`src/common/rst_seq_pkg.sv`:
```
// package: constants, types and register layout for the reset and brown-out sequencer
// Summary of operation
// nine reset sources each reset the device
// hold reset while supply below power-on level
// power-up delay nominally 64 ms after event
// internal reset held while delay timer runs
// delay enable is active low configuration bit
// delay starts after power-on and brown-out release
// two-bit mode: on, sleep-off, software, off
// one bit selects brown-out trip level
// brown-out only after dip exceeds filter time
// mode 11 detector always on, start waits
// mode 11 active in sleep, no wake delay
// mode 10 on awake, off asleep, start waits
// mode 10 wake-up waits for detector ready
// mode 01 software enable, start not delayed
// mode 01 protection once ready, status shown
// forced-on detector ready before execution starts
// bit 7 enables detector only in mode 01
// bit 6 keeps reference on in 10/01
// status bit 0 shows detector active
// bits 7/6 reset 1/0 on power events only
// ten clocks after pin release, execution starts
// start needs timer done and pin released
// delay counted on free-running low-frequency clock
// ready after settling count, clears on disable
// bits 5 to 1 read zero, ignore writes
package rst_seq_pkg;

   // ------------------------------------------------------------
   // register map
   // ------------------------------------------------------------
   localparam logic [11:0] BROWNOUT_CONTROL_STATUS_ADDR = 12'h000;
   localparam int          SW_ENABLE_BIT                = 7;
   localparam int          FAST_START_BIT               = 6;
   localparam int          READY_BIT                    = 0;
   localparam logic        SW_ENABLE_RESET              = 1'b1;
   localparam logic        FAST_START_RESET             = 1'b0;

   // ------------------------------------------------------------
   // timing
   // ------------------------------------------------------------
   localparam int PWRUP_DELAY_MS     = 64;
   localparam int LF_CLK_HZ          = 31000;
   // lf ticks for the nominal delay, rounded down as a longest time
   localparam int PWRUP_LF_TICKS     = PWRUP_DELAY_MS * LF_CLK_HZ / 1000;
   localparam int EXEC_START_CYCLES  = 10;
   localparam int FILTER_CYCLES_DEF  = 8;
   localparam int SETTLE_CYCLES_DEF  = 16;

   typedef enum logic [1:0] {
      MODE_OFF      = 2'b00,
      MODE_SOFTWARE = 2'b01,
      MODE_SLEEP_OFF= 2'b10,
      MODE_ALWAYS   = 2'b11
   } brownout_mode_t;

   typedef enum logic [2:0] {
      ST_POWER   = 3'b000,
      ST_PWRUP   = 3'b001,
      ST_PIN     = 3'b010,
      ST_DELAY   = 3'b011,
      ST_RUN     = 3'b100,
      ST_WAKE    = 3'b101
   } seq_state_t;

   typedef struct packed {
      logic watchdog_reset;
      logic reset_instruction;
      logic stack_overflow;
      logic stack_underflow;
      logic program_exit;
      logic low_power_brownout_reset;
   } soft_sources_t;

endpackage : rst_seq_pkg

```
`src/hdl/reset_and_brownout_sequencer.sv`:
```
// module: reset merge, power-up delay and brown-out control with an apb register
`timescale 1ns/1ps
module reset_and_brownout_sequencer #(
   parameter int PWRUP_TICKS   = rst_seq_pkg::PWRUP_LF_TICKS,
   parameter int FILTER_CYCLES = rst_seq_pkg::FILTER_CYCLES_DEF,
   parameter int SETTLE_CYCLES = rst_seq_pkg::SETTLE_CYCLES_DEF
) (
   input  wire logic                       pclk,
   input  wire logic                       presetn,
   input  wire logic                       psel,
   input  wire logic                       penable,
   input  wire logic                       pwrite,
   input  wire logic [11:0]                paddr,
   input  wire logic [31:0]                pwdata,
   input  wire logic [3:0]                 pstrb,
   output logic      [31:0]                prdata,
   output logic                            pready,
   output logic                            pslverr,
   input  wire logic                       lf_clk_pin,
   input  wire logic                       supply_below_por,
   input  wire logic                       supply_below_threshold,
   input  wire logic                       external_reset_pin_n,
   input  wire logic                       external_reset_pin_enable,
   input  wire logic                       power_up_delay_enable_n,
   input  wire logic [1:0]                 brownout_mode,
   input  wire logic                       brownout_level_select,
   input  wire logic                       sleep_request,
   input  wire rst_seq_pkg::soft_sources_t soft_sources,
   output logic                            device_reset,
   output logic                            cpu_run,
   output logic                            brownout_detector_enable,
   output logic                            brownout_level,
   output logic                            reference_force_on,
   output logic                            brownout_event
);

   // ------------------------------------------------------------
   // pin synchronisers: three stages, change once 2nd and 3rd agree
   // ------------------------------------------------------------
   localparam int NSYNC = 5;
   logic [NSYNC-1:0] async_in;
   logic [NSYNC-1:0] s1_r;
   logic [NSYNC-1:0] s2_r;
   logic [NSYNC-1:0] s3_r;
   logic [NSYNC-1:0] filt_r;

   assign async_in = {lf_clk_pin, supply_below_por, supply_below_threshold, external_reset_pin_n, sleep_request};

   genvar gi;
   generate
      for (gi = 0; gi < NSYNC; gi++) begin : g_sync
         always_ff @(posedge pclk or negedge presetn) begin
            if (!presetn) begin
               s1_r[gi]   <= 1'b0;
               s2_r[gi]   <= 1'b0;
               s3_r[gi]   <= 1'b0;
               filt_r[gi] <= 1'b0;
            end else begin
               s1_r[gi] <= async_in[gi];
               s2_r[gi] <= s1_r[gi];
               s3_r[gi] <= s2_r[gi];
               if (s2_r[gi] == s3_r[gi]) begin
                  filt_r[gi] <= s3_r[gi];
               end
            end
         end
      end
   endgenerate

   logic lf_s;
   logic por_low;
   logic below_thr;
   logic pin_n;
   logic asleep;
   assign lf_s      = filt_r[4];
   assign por_low   = filt_r[3];
   assign below_thr = filt_r[2];
   assign pin_n     = filt_r[1];
   assign asleep    = filt_r[0];

   // ------------------------------------------------------------
   // register bits
   // ------------------------------------------------------------
   logic sw_enable_r;
   logic fast_start_r;
   logic ready_r;
   logic power_event;
   logic wr_hit;
   logic rd_hit;
   logic addr_ok;

   assign addr_ok = (paddr == rst_seq_pkg::BROWNOUT_CONTROL_STATUS_ADDR);
   assign wr_hit  = psel && penable && pwrite && addr_ok && pstrb[0];
   assign rd_hit  = psel && !penable && !pwrite && addr_ok;

   // power-on or brown-out: besides presetn, the only events that restore the control bits
   logic bor_r;
   assign power_event = por_low || bor_r;

   always_ff @(posedge pclk or negedge presetn) begin
      if (!presetn) begin
         sw_enable_r  <= rst_seq_pkg::SW_ENABLE_RESET;
         fast_start_r <= rst_seq_pkg::FAST_START_RESET;
      end else if (power_event) begin
         sw_enable_r  <= rst_seq_pkg::SW_ENABLE_RESET;
         fast_start_r <= rst_seq_pkg::FAST_START_RESET;
      end else if (wr_hit) begin
         sw_enable_r  <= pwdata[rst_seq_pkg::SW_ENABLE_BIT];
         fast_start_r <= pwdata[rst_seq_pkg::FAST_START_BIT];
      end
   end

   // ------------------------------------------------------------
   // detector enable by mode
   // ------------------------------------------------------------
   rst_seq_pkg::brownout_mode_t mode;
   logic det_en_nxt;
   logic waits_ready;
   assign mode = rst_seq_pkg::brownout_mode_t'(brownout_mode);

   always_comb begin
      case (mode)
         rst_seq_pkg::MODE_ALWAYS:    det_en_nxt = 1'b1;
         rst_seq_pkg::MODE_SLEEP_OFF: det_en_nxt = !asleep;
         rst_seq_pkg::MODE_SOFTWARE:  det_en_nxt = sw_enable_r;
         default:                     det_en_nxt = 1'b0;
      endcase
   end

   // start-up waits for ready in every mode except software and off
   assign waits_ready = (mode == rst_seq_pkg::MODE_ALWAYS) || (mode == rst_seq_pkg::MODE_SLEEP_OFF);

   always_ff @(posedge pclk or negedge presetn) begin
      if (!presetn) begin
         brownout_detector_enable <= 1'b0;
         brownout_level           <= 1'b0;
         reference_force_on       <= 1'b0;
      end else begin
         brownout_detector_enable <= det_en_nxt;
         brownout_level           <= brownout_level_select;
         reference_force_on       <= fast_start_r &&
                                     ((mode == rst_seq_pkg::MODE_SLEEP_OFF) ||
                                      (mode == rst_seq_pkg::MODE_SOFTWARE));
      end
   end

   // ------------------------------------------------------------
   // detector settling and ready flag
   // ------------------------------------------------------------
   logic [15:0] settle_r;
   always_ff @(posedge pclk or negedge presetn) begin
      if (!presetn) begin
         settle_r <= 16'h0000;
         ready_r  <= 1'b0;
      end else if (!det_en_nxt) begin
         settle_r <= 16'h0000;
         ready_r  <= 1'b0;
      end else if (settle_r >= 16'(SETTLE_CYCLES - 1)) begin
         ready_r  <= 1'b1;
      end else begin
         settle_r <= settle_r + 16'h0001;
      end
   end

   // ------------------------------------------------------------
   // brown-out filter: short dips never reach the reset
   // ------------------------------------------------------------
   logic [15:0] dip_r;
   always_ff @(posedge pclk or negedge presetn) begin
      if (!presetn) begin
         dip_r <= 16'h0000;
         bor_r <= 1'b0;
      end else if (!(ready_r && below_thr)) begin
         dip_r <= 16'h0000;
         bor_r <= 1'b0;
      end else if (dip_r >= 16'(FILTER_CYCLES)) begin
         bor_r <= 1'b1;
      end else begin
         dip_r <= dip_r + 16'h0001;
      end
   end

   always_ff @(posedge pclk or negedge presetn) begin
      if (!presetn) begin
         brownout_event <= 1'b0;
      end else begin
         brownout_event <= bor_r;
      end
   end

   // ------------------------------------------------------------
   // power-up delay on the low-frequency clock
   // ------------------------------------------------------------
   logic        lf_d_r;
   logic        lf_tick;
   logic [15:0] pwrup_r;
   logic        pwrup_done_r;
   always_ff @(posedge pclk or negedge presetn) begin
      if (!presetn) begin
         lf_d_r <= 1'b0;
      end else begin
         lf_d_r <= lf_s;
      end
   end
   assign lf_tick = lf_s && !lf_d_r;

   always_ff @(posedge pclk or negedge presetn) begin
      if (!presetn) begin
         pwrup_r      <= 16'h0000;
         pwrup_done_r <= 1'b0;
      end else if (power_event) begin
         pwrup_r      <= 16'h0000;
         pwrup_done_r <= 1'b0;
      end else if (power_up_delay_enable_n) begin
         pwrup_done_r <= 1'b1;
      end else if (pwrup_r >= 16'(PWRUP_TICKS)) begin
         pwrup_done_r <= 1'b1;
      end else if (lf_tick) begin
         pwrup_r <= pwrup_r + 16'h0001;
      end
   end

   // ------------------------------------------------------------
   // start sequencer
   // ------------------------------------------------------------
   rst_seq_pkg::seq_state_t state_r;
   logic [3:0] exec_r;
   logic       soft_any;
   logic       pin_held;
   assign soft_any = |soft_sources;
   assign pin_held = external_reset_pin_enable && !pin_n;

   always_ff @(posedge pclk or negedge presetn) begin
      if (!presetn) begin
         state_r <= rst_seq_pkg::ST_POWER;
         exec_r  <= 4'h0;
      end else if (power_event) begin
         state_r <= rst_seq_pkg::ST_POWER;
         exec_r  <= 4'h0;
      end else if (soft_any || pin_held) begin
         state_r <= rst_seq_pkg::ST_PIN;
         exec_r  <= 4'h0;
      end else begin
         case (state_r)
            rst_seq_pkg::ST_POWER: state_r <= rst_seq_pkg::ST_PWRUP;
            rst_seq_pkg::ST_PWRUP: begin
               if (pwrup_done_r && (!waits_ready || (ready_r && !below_thr))) begin
                  state_r <= rst_seq_pkg::ST_PIN;
               end
            end
            rst_seq_pkg::ST_PIN: begin
               exec_r  <= 4'h0;
               state_r <= rst_seq_pkg::ST_DELAY;
            end
            rst_seq_pkg::ST_DELAY: begin
               if (exec_r >= 4'(rst_seq_pkg::EXEC_START_CYCLES - 1)) begin
                  state_r <= rst_seq_pkg::ST_RUN;
               end else begin
                  exec_r <= exec_r + 4'h1;
               end
            end
            rst_seq_pkg::ST_RUN: begin
               if (asleep) begin
                  state_r <= rst_seq_pkg::ST_WAKE;
               end
            end
            rst_seq_pkg::ST_WAKE: begin
               // only mode 10 holds wake-up for the re-enabled detector
               if (!asleep && (mode != rst_seq_pkg::MODE_SLEEP_OFF || ready_r)) begin
                  state_r <= rst_seq_pkg::ST_RUN;
               end
            end
            default: state_r <= rst_seq_pkg::ST_POWER;
         endcase
      end
   end

   always_ff @(posedge pclk or negedge presetn) begin
      if (!presetn) begin
         device_reset <= 1'b1;
         cpu_run      <= 1'b0;
      end else begin
         device_reset <= (state_r != rst_seq_pkg::ST_RUN) && (state_r != rst_seq_pkg::ST_WAKE);
         cpu_run      <= (state_r == rst_seq_pkg::ST_RUN);
      end
   end

   // ------------------------------------------------------------
   // apb slave: zero wait states, unmapped addresses give pslverr
   // ------------------------------------------------------------
   always_ff @(posedge pclk or negedge presetn) begin
      if (!presetn) begin
         prdata  <= 32'h0000_0000;
         pready  <= 1'b0;
         pslverr <= 1'b0;
      end else begin
         pready  <= psel && !penable;
         pslverr <= psel && !penable && !addr_ok;
         if (rd_hit) begin
            prdata <= {24'h00_0000, sw_enable_r, fast_start_r, 5'h00, ready_r};
         end else begin
            prdata <= 32'h0000_0000;
         end
      end
   end

endmodule : reset_and_brownout_sequencer

```
`config.mk`:
```
export PLATFORM = sky130hd
export DESIGN_NAME = reset_and_brownout_sequencer
export DESIGN_NICKNAME = d
export VERILOG_FILES = /design/src/common/rst_seq_pkg.sv /design/src/hdl/reset_and_brownout_sequencer.sv
export SDC_FILE = /design/constraint.sdc
export NUM_CORES = 1
export LEC_CHECK = 0
export BUFFER_PORTS_ARGS = -buffer_cell sky130_fd_sc_hd__clkbuf_2
export CORE_MARGIN = 2
export CORE_UTILIZATION = 47
export CTS_CLUSTER_SIZE = 12
export DETAILED_ROUTE_END_ITERATION = 6
export GPL_ROUTABILITY_DRIVEN = 0
export PLACE_DENSITY = 0.84
export SLEW_MARGIN = 0
export SYNTH_ARGS = -nofsm -noshare
export SYNTH_HDL_FRONTEND = slang
export SYNTH_SLANG_ARGS = --single-unit
export TNS_END_PERCENT = 10
```
`constraint.sdc`:
```
create_clock -name pclk -period 1.7 [get_ports pclk]
set_input_delay 0.255 -clock pclk [delete_from_list [all_inputs] [get_ports pclk]]
set_output_delay 0.255 -clock pclk [all_outputs]
set_load 0.01 [all_outputs]
```
Word level (Yosys, flattened, before mapping)
Index checks and enable logic that the tools add are counted.
Word-level totals
  register bits: 121
  logic and storage cells: 147
  input port bits: 69
Operators by class
  add/sub/neg operators: 4
  reduce and logical (&&, ||, !) cells: 40
  multiplexer cells: 32
  equality and inequality tests: 27
  magnitude comparators: 4
Operator list (count)
  16-bit 2-to-1 mux: 8
  16-bit by 1-bit adder with 16-bit output, second input constant: 3
  16-bit by 4-bit greater-or-equal comparator with 1-bit output, second input constant: 2
  4-bit inequality test, second input constant: 5
  3-bit 2-to-1 mux: 6
  3-bit case mux with 6 select lines: 1
  16-bit by 11-bit greater-or-equal comparator with 1-bit output, second input constant: 1
  1-bit logical AND: 16
  12-bit logical NOT: 1
  4-bit 2-to-1 mux: 3
  1-bit 2-to-1 mux: 11
  1-bit logical NOT: 8
  8-bit 2-to-1 mux: 1
  2-bit inequality test, second input constant: 4
  4-bit case mux with 2 select lines: 1
  3-bit by 2-bit equality test with 1-bit output, second input constant: 2
  3-bit equality test, second input constant: 2
  1-bit logical OR: 6
  2-bit by 1-bit inequality test with 1-bit output, second input constant: 3
  3-bit inequality test, second input constant: 2
  6-bit OR reduction: 1
  1-bit equality test: 5
  4-bit by 1-bit adder with 4-bit output, second input constant: 1
  2-bit equality test, second input constant: 2
  11 further kinds: 12

Logic depth before layout (Yosys ltp)
Gate-level depths: netlist of the first run.
  depth after elaboration: 9
  mapped depth: 7
  gate-level depth less buffers: 6

Worst setup path before layout of the first run
Ideal clock, no wire load.
  kind: register to register
  from: register pwrup_r[12]
  to: register pwrup_r[2]
  data required time: 1.622 ns
  arrival time: 1.511 ns
  period minus slack after synthesis: 1.589 ns
  setup slack: 0.111 ns
  cell stages (with the launch flop): 6
  cells stage by stage: dfrtp_1 -> nor4_2 -> o2111ai_1 -> buf_2 -> or3_1 -> a21oi_1
On the way
  word-level cells in the longest chain between the ends: 3
RTL lines
  start: declaration: RTL line reset_and_brownout_sequencer.sv:196  | logic [15:0] pwrup_r;
  start signal: assignment: RTL line reset_and_brownout_sequencer.sv:219  | pwrup_r <= pwrup_r + 16'h0001;
  16-bit by 11-bit greater-or-equal comparator with 1-bit output: RTL line reset_and_brownout_sequencer.sv:216  | end else if (pwrup_r >= 16'(PWRUP_TICKS)) begin
  2-bit inequality test (no line)
  3-bit AND reduction (no line)
Every way passes these cells.
A chain may end at the register's enable or synchronous reset.

Worst setup path after layout of the first run
  from: register pwrup_r[14]
  to: register pwrup_r[4]
Same word-level chain as after synthesis.

==> flow_metrics.py, run 1 <==
metrics = {
    "floorplanning": {
        "die_area_um2": 9060,
        "die_height_um": 95.2,
        "core_outline_area_um2": 8130,
        "io_pins": 109,
        "die_w_um": 95.2,
        "floorplan.rows": 33,
        "floorplan.initialDensity": 0.481,
    },
    "logic_synthesis": {
        "synthesis.yosys.warnings": 0,
        "post-synth-top-count-cell": "sky130_fd_sc_hd__dfrtp_1",
        "synth_sequential_area_ratio": 0.590,
        "synth_enable_flop_cells": 0,
        "syn_area_um2": 3910,
        "post_synthesis_sequential_element_count": 92,
        "synthCells": 347,
        "yosysTopAreaCell": "sky130_fd_sc_hd__dfrtp_1",
        "synthDominantCellAreaShare": 0.576,
        "synth_area_per_cell_um2": 11.3,
        "netlist-cell-type-count": 47,
        "synth_area_leaders": "sky130_fd_sc_hd__dfrtp_1 58%, sky130_fd_sc_hd__buf_4 5.6%, sky130_fd_sc_hd__ha_1 3.8%",
        "ys_top_cells_by_count": "90 x sky130_fd_sc_hd__dfrtp_1, 29 x sky130_fd_sc_hd__buf_4, 23 x sky130_fd_sc_hd__nor2_1, 21 x sky130_fd_sc_hd__inv_1",
        "asyncSetResetFlopFracSynth": 1.00,
        "synth_top_flop_cell": "sky130_fd_sc_hd__dfrtp_1",
    },
    "routing": {
        "routed_wirelength_mm": 7.32,
        "detailedRoute.firstPassIterationCount": 6,
        "drc": 0,
        "route.antenna.remaining_nets": 0,
        "drt_iter0_markers": 167,
        "avgRoutedWirePerCell_um": 13.9,
        "routed_via_count": 2710,
        "route.detailed.vias_per_inst": 5.13,
    },
    "sta": {
        "setup_ws_ns": -0.0156,
        "totalNegativeSetupSlack_ns": -0.0340,
        "final_hold_vios": 0,
        "fmax_mhz": 583,
        "clock_skew_ns": 0.0111,
        "period_share": 1.01,
        "slew_violations": 0,
        "final.hold.worst_slack_ns": 0.120,
        "grt_setup_unrepaired": "yes",
        "timing.final.setup_violations": 3,
        "timing.final.crit_period_ns": 1.72,
    },
    "layout": {
        "area_growth_pct": 17.7,
        "design.final.nets": 499,
        "count_of_inserted_antenna_diode_cells": 0,
        "final_instance_area_um2": 4600,
        "final_layout_size_suffix_gt1_frac": 0.220,
    },
    "grt": {
        "largest_net_degree_at_the_start_of_global_routing": 35,
        "total_congestion_overflow_after_global_routing": 0,
        "grt_first_pass_wirelength_mm": 12.6,
        "grt_use_total": 0.184,
        "first_global_vias": 2763,
        "number_of_antenna_violations_at_the_first_check_in_global_routing": 0,
    },
    "place": {
        "pre_cts_ws_ns": -0.103,
        "placed_area_um2": 4240,
        "port_buffers": 46,
        "place_hpwl_mm": 5.11,
    },
    "power": {
        "finalPower_mw": 4.21,
        "pwr_density_cell_nw_per_um2": 915,
        "vdd_drop_max_uv": 628,
        "p_leak_nw": 2.27,
    },
    "hold_path": {
        "hold_path_depth": 3,
        "hold_path.class": "input port to register",
        "hold_path_end": "fast_start_r",
        "min-delay-start": "pwdata[6]",
    },
    "worst_setup_path": {
        "crit_required_ns": 1.94,
        "cell_seen_most_often_among_critical_path_stages": "sky130_fd_sc_hd__buf_4",
        "r2r-end": "pwrup_r[4]",
        "timing.reg2reg.worst_path_depth": 7,
        "cp.arrival_ns": 1.96,
        "cp_num_buf_inv": 3,
        "worst_path_largest_cell_delay_ns": 0.42,
        "critPathMaxFanout": 6,
        "start_kind": "register",
        "cp_top_family": "buffers and inverters",
        "criticalPathCategory": "register to register",
        "regToRegSetupSlack_ns": -0.02,
        "critical_path.cell_chain": "nor4_4 -> o2111ai_2 -> buf_4 -> buf_4 -> buf_4 -> o31ai_1 -> a21oi_1",
        "capturing_element_type_of_the_critical_path": "register",
        "crit-reg2reg-launch": "pwrup_r[14]",
        "cpMaxStageDelayCell": "sky130_fd_sc_hd__dfrtp_1",
    },
    "run": {
        "max_cap_violations": 0,
    },
    "clock_tree": {
        "cts_buffers": 9,
        "clk_latency_ns": 0.36,
        "clock_pin_slew_worst_setup_and_hold_paths_ns": 0.09,
        "cts.sink_count": 92,
        "clk_path_buf_depth": 2,
        "cts_tree": "done",
        "ctsRootBufferMaster": "sky130_fd_sc_hd__clkbuf_8",
        "h_tree_lvls": 3,
    },
    "run_status": {
        "failed_checks": "negative setup slack",
        "outcome": "finished, violations left",
    },
}
stage by stage:
| stage | instances | utilization |
|---|---|---|
| after floorplan | 375 | - |
| after global placement | 502 | 0.521 |
| after detailed placement | 502 | 0.521 |
| after CTS | 528 | 0.563 |
| after global routing | 528 | 0.566 |
| final | 528 | 0.566 |
timing repair:
action                     4_1_cts  5_1_grt
hold endpoints to repair        27        0
cloned                           1        0
resized for setup                4        6
hold buffers                     7        0
pin swaps                        7        2
setup endpoints to repair        4       11
setup buffers                    2        0
layout make-up:
class | count | area (um2)
Fill cell | 667 | 3530
Sequential cell | 92 | 2300
Multi-Input combinational cell | 226 | 1430
Timing Repair Buffer | 68 | 432
Tap cell | 105 | 131
Clock buffer | 10 | 128
Clock inverter | 6 | 95.1
Inverter | 21 | 78.8
tightest hold or removal path: stages:
cell                       delay, ns
sky130_fd_sc_hd__clkbuf_2       0.08
sky130_fd_sc_hd__nand2_1        0.04
sky130_fd_sc_hd__o21ai_0        0.07
per-layer routing:
metal / part of all wire / wire length (um) / GRT usage
met5: 0 / 0 / 0
met1: 0.42 / 3090 / 0.233
met3: 0.049 / 357 / 0.0451
met2: 0.50 / 3680 / 0.297
met4: 0.026 / 187 / 0.0870
cells by family after synthesis:
kind of cell	after synthesis	share of synthesized area
and+or+nand+nor	123	0.173
DFF	92	0.590
buffers and inverters	57	0.0829
AOI/OAI and AO/OA	52	0.0906
adders and majority gates	17	0.0512
muxes	3	0.00768
xor gates and xnor gates	2	0.00448
other	1	0.000959
where the power goes:
part           switching (mW)  internal (mW)  total, mW
combinational           0.190          0.114      0.304
sequential             0.0340           2.24       2.27
clock                   0.789          0.845       1.63
total                    1.01           3.20       4.21
placed cells by master (no fill, tap or decap), types with 10 or more instances in the layout:
cell type	netlist	routed
sky130_fd_sc_hd__o21ai_0	11	10
sky130_fd_sc_hd__a21oi_1	14	14
sky130_fd_sc_hd__nor2_1	23	22
sky130_fd_sc_hd__and2_1	19	19
sky130_fd_sc_hd__and3_1	12	12
sky130_fd_sc_hd__ha_1	12	12
sky130_fd_sc_hd__inv_1	21	21
sky130_fd_sc_hd__conb_1	1	29
sky130_fd_sc_hd__clkbuf_2	0	45
sky130_fd_sc_hd__nand2_1	19	19
sky130_fd_sc_hd__buf_4	29	14
sky130_fd_sc_hd__dfrtp_1	90	90
worst max path at each step:
stage / slack (ns) / end / cells past startpoint / from
4_1_cts: -0.007 / pwrup_r[4] / 7 / pwrup_r[14]
3_5_place_dp: -0.10 / pwrup_r[8] / 5 / pwrup_r[12]
2_1_floorplan: 0.11 / pwrup_r[2] / 5 / pwrup_r[12]
3_3_place_gp: -0.08 / exec_r[3] / 5 / soft_sources[0]
6_report: -0.02 / pwrup_r[4] / 7 / pwrup_r[14]
5_1_grt: -0.11 / pwrup_r[5] / 6 / pwrup_r[14]
sequential cells by signal, indices dropped and copies added (netlist names), 3 cells and up:
name / count
dip_r: 16
exec_r: 4
prdata: 3
pwrup_r: 16
s1_r: 5
s2_r: 5
s3_r: 5
settle_r: 16
state_r: 3
Power figures use the tool's default switching activity.
==> inputs of run 2 (changes only) <==
--- a/config.mk
+++ b/config.mk
@@ -6,6 +6,7 @@
 export NUM_CORES = 1
 export LEC_CHECK = 0
 export BUFFER_PORTS_ARGS = -buffer_cell sky130_fd_sc_hd__clkbuf_2
+export CORE_ASPECT_RATIO = 1.4
 export CORE_MARGIN = 2
 export CORE_UTILIZATION = 47
 export CTS_CLUSTER_SIZE = 12
==> flow_metrics.py, run 2 (same netlist as run 1, synthesis figures left out) <==
metrics = {
    "run_status": {
        "outcome": "complete, no violations",
    },
    "layout": {
        "commonest_non_fill_non_tap_cell_in_the_layout": "sky130_fd_sc_hd__dfrtp_1",
        "post-route-util": 0.568,
        "reg.largest.list": "dip_r x16, pwrup_r x16, settle_r x16",
        "area_growth_pct": 17.7,
        "nFillCells": 677,
        "final_layout_size_suffix_gt1_frac": 0.218,
        "final_instance_area_um2": 4600,
        "design.final.nets": 490,
        "mostFrequentLayoutCells": "90 x sky130_fd_sc_hd__dfrtp_1, 45 x sky130_fd_sc_hd__clkbuf_2, 29 x sky130_fd_sc_hd__conb_1",
        "count_of_inserted_antenna_diode_cells": 0,
    },
    "grt": {
        "largest_net_degree_at_the_start_of_global_routing": 93,
        "first_global_vias": 2658,
        "grt_first_pass_wirelength_mm": 11.9,
        "met2_usage": 0.274,
        "total_congestion_overflow_after_global_routing": 0,
        "grt_use_total": 0.170,
        "number_of_antenna_violations_at_the_first_check_in_global_routing": 0,
        "gr-max-usage-layer": "met2",
        "grt_util_met1": 0.215,
        "grt.met3_usage": 0.0478,
    },
    "floorplanning": {
        "core_outline_area_um2": 8100,
        "floorplan.rows": 39,
        "die_w_um": 81.1,
        "die_area_um2": 9070,
        "die_height_um": 112,
        "floorplan.initialDensity": 0.483,
        "io_pins": 109,
    },
    "worst_setup_path": {
        "cp_num_buf_inv": 2,
        "worst_path_largest_cell_delay_ns": 0.40,
        "crit_required_ns": 1.91,
        "critical_path.cell_chain": "nor4_4 -> o2111ai_2 -> buf_6 -> buf_4 -> o31ai_1 -> a21oi_2",
        "critPathMaxFanout": 11,
        "capturing_element_type_of_the_critical_path": "register",
        "cp.arrival_ns": 1.85,
        "cpMaxStageDelayCell": "sky130_fd_sc_hd__dfrtp_1",
        "start_kind": "register",
        "criticalPathCategory": "register to register",
        "cp_top_family": "compound AO/OA/AOI/OAI gates",
    },
    "sta": {
        "clock_skew_ns": 0.00384,
        "slew_violations": 0,
        "timing.final.crit_period_ns": 1.64,
        "period_share": 0.963,
        "grt_setup_unrepaired": "yes",
        "timing.final.setup_violations": 0,
        "final_hold_vios": 0,
        "fmax_mhz": 611,
    },
    "clock_tree": {
        "cts_buffers": 9,
        "buffers_inserted_during_post_cts_setup_optimization": 0,
        "cts_tree": "done",
        "clock_pin_slew_worst_setup_and_hold_paths_ns": 0.06,
        "clk_path_buf_depth": 2,
        "clk_latency_ns": 0.33,
        "cts.sink_count": 92,
        "h_tree_lvls": 3,
        "ctsRootBufferMaster": "sky130_fd_sc_hd__clkbuf_16",
    },
    "routing": {
        "drt_iter0_markers": 148,
        "avgRoutedWirePerCell_um": 13.4,
        "route.antenna.remaining_nets": 0,
        "route.detailed.vias_per_inst": 5.11,
        "drc": 0,
        "detailedRoute.firstPassIterationCount": 4,
        "routed_via_count": 2630,
        "routed_wirelength_mm": 6.91,
    },
    "place": {
        "place_hpwl_mm": 4.91,
        "placed_area_um2": 4230,
        "port_buffers": 46,
    },
    "power": {
        "vdd_drop_max_uv": 587,
        "pwr_density_cell_nw_per_um2": 1010,
        "p_leak_nw": 2.27,
    },
    "run": {
        "max_cap_violations": 0,
    },
    "hold_path": {
        "hold_path.class": "input port to register",
    },
}
-- run 2: cell count changes in the layout (fill, tap and decap cells not counted), sizes merged --
cell           previous run  this run
clkbuf                   55        54
buf                      15        13
inv                      23        22
clkdlybuf4s15             1         0
dlygate4sd3               7         1
clkinv                    2         3
-- run 2: power breakdown --
| part | internal (mW) | total [mW] | switching [mW] |
|---|---|---|---|
| Clock | 1.28 | 2.08 | 0.798 |
| Combinational | 0.102 | 0.284 | 0.182 |
| Sequential | 2.24 | 2.28 | 0.0334 |
| Total | 3.63 | 4.64 | 1.01 |
-- run 2: routing by layer --
layer	wire [um]	vias up	share of wire
met3	289	7	0.042
met2	3620	66	0.52
met1	2920	1294	0.42
met5	0	-	0
met4	85	0	0.012
li1	-	1263	-
-- run 2: worst paths after layout --
kind	start	end	slack (ns)	cells after the start
min in group asynchronous	presetn	pin_n	0.50	3
max in group asynchronous	presetn	sw_enable_r	0.83	3
max	pwrup_r[12]	pwrup_r[4]	0.06	6
min	sleep_request	s1_r[0]	0.02	1
max reg2reg	pwrup_r[12]	pwrup_r[4]	0.06	6
min reg2reg	s1_r[2]	s2_r[2]	0.35	0
-- run 2: metrics by stage --
| stage | std cells | hold slack [ns] | power, mW | setup WS (ns) | TNS, ns |
|---|---|---|---|---|---|
| finish | 515 | 0.0215 | 4.64 | 0.0624 | 0 |
| global route | 515 | 0.00216 | 4.86 | -0.0412 | -0.106 |
| CTS | 515 | 0.0115 | 4.68 | -0.0257 | -0.0257 |
| detailed placement | 499 | 0.335 | 2.60 | -0.0818 | -0.324 |
| global placement | 499 | 0.328 | 2.58 | -0.0512 | -0.132 |
| floorplan | 375 | -0.0406 | 2.50 | 0.111 | 0 |
-- run 2: timing repair --
action	4_1_cts	5_1_grt
hold buffers	1	0
setup endpoints to repair	2	7
endpoints found under the hold margin	90	0
resized for setup	0	11
pin swaps	3	5
-- run 2: layout make-up --
| cell class | count | area (um2) | area share |
|---|---|---|---|
| repair buffers | 59 | 349 | 0.0759 |
| flip-flops and latches | 92 | 2300 | 0.501 |
| well taps | 102 | 128 | 0.0277 |
| multi-input cells | 226 | 1430 | 0.310 |
| inverters | 21 | 78.8 | 0.0171 |
| clock inverters | 6 | 87.6 | 0.0190 |
| clock buffers | 9 | 225 | 0.0490 |
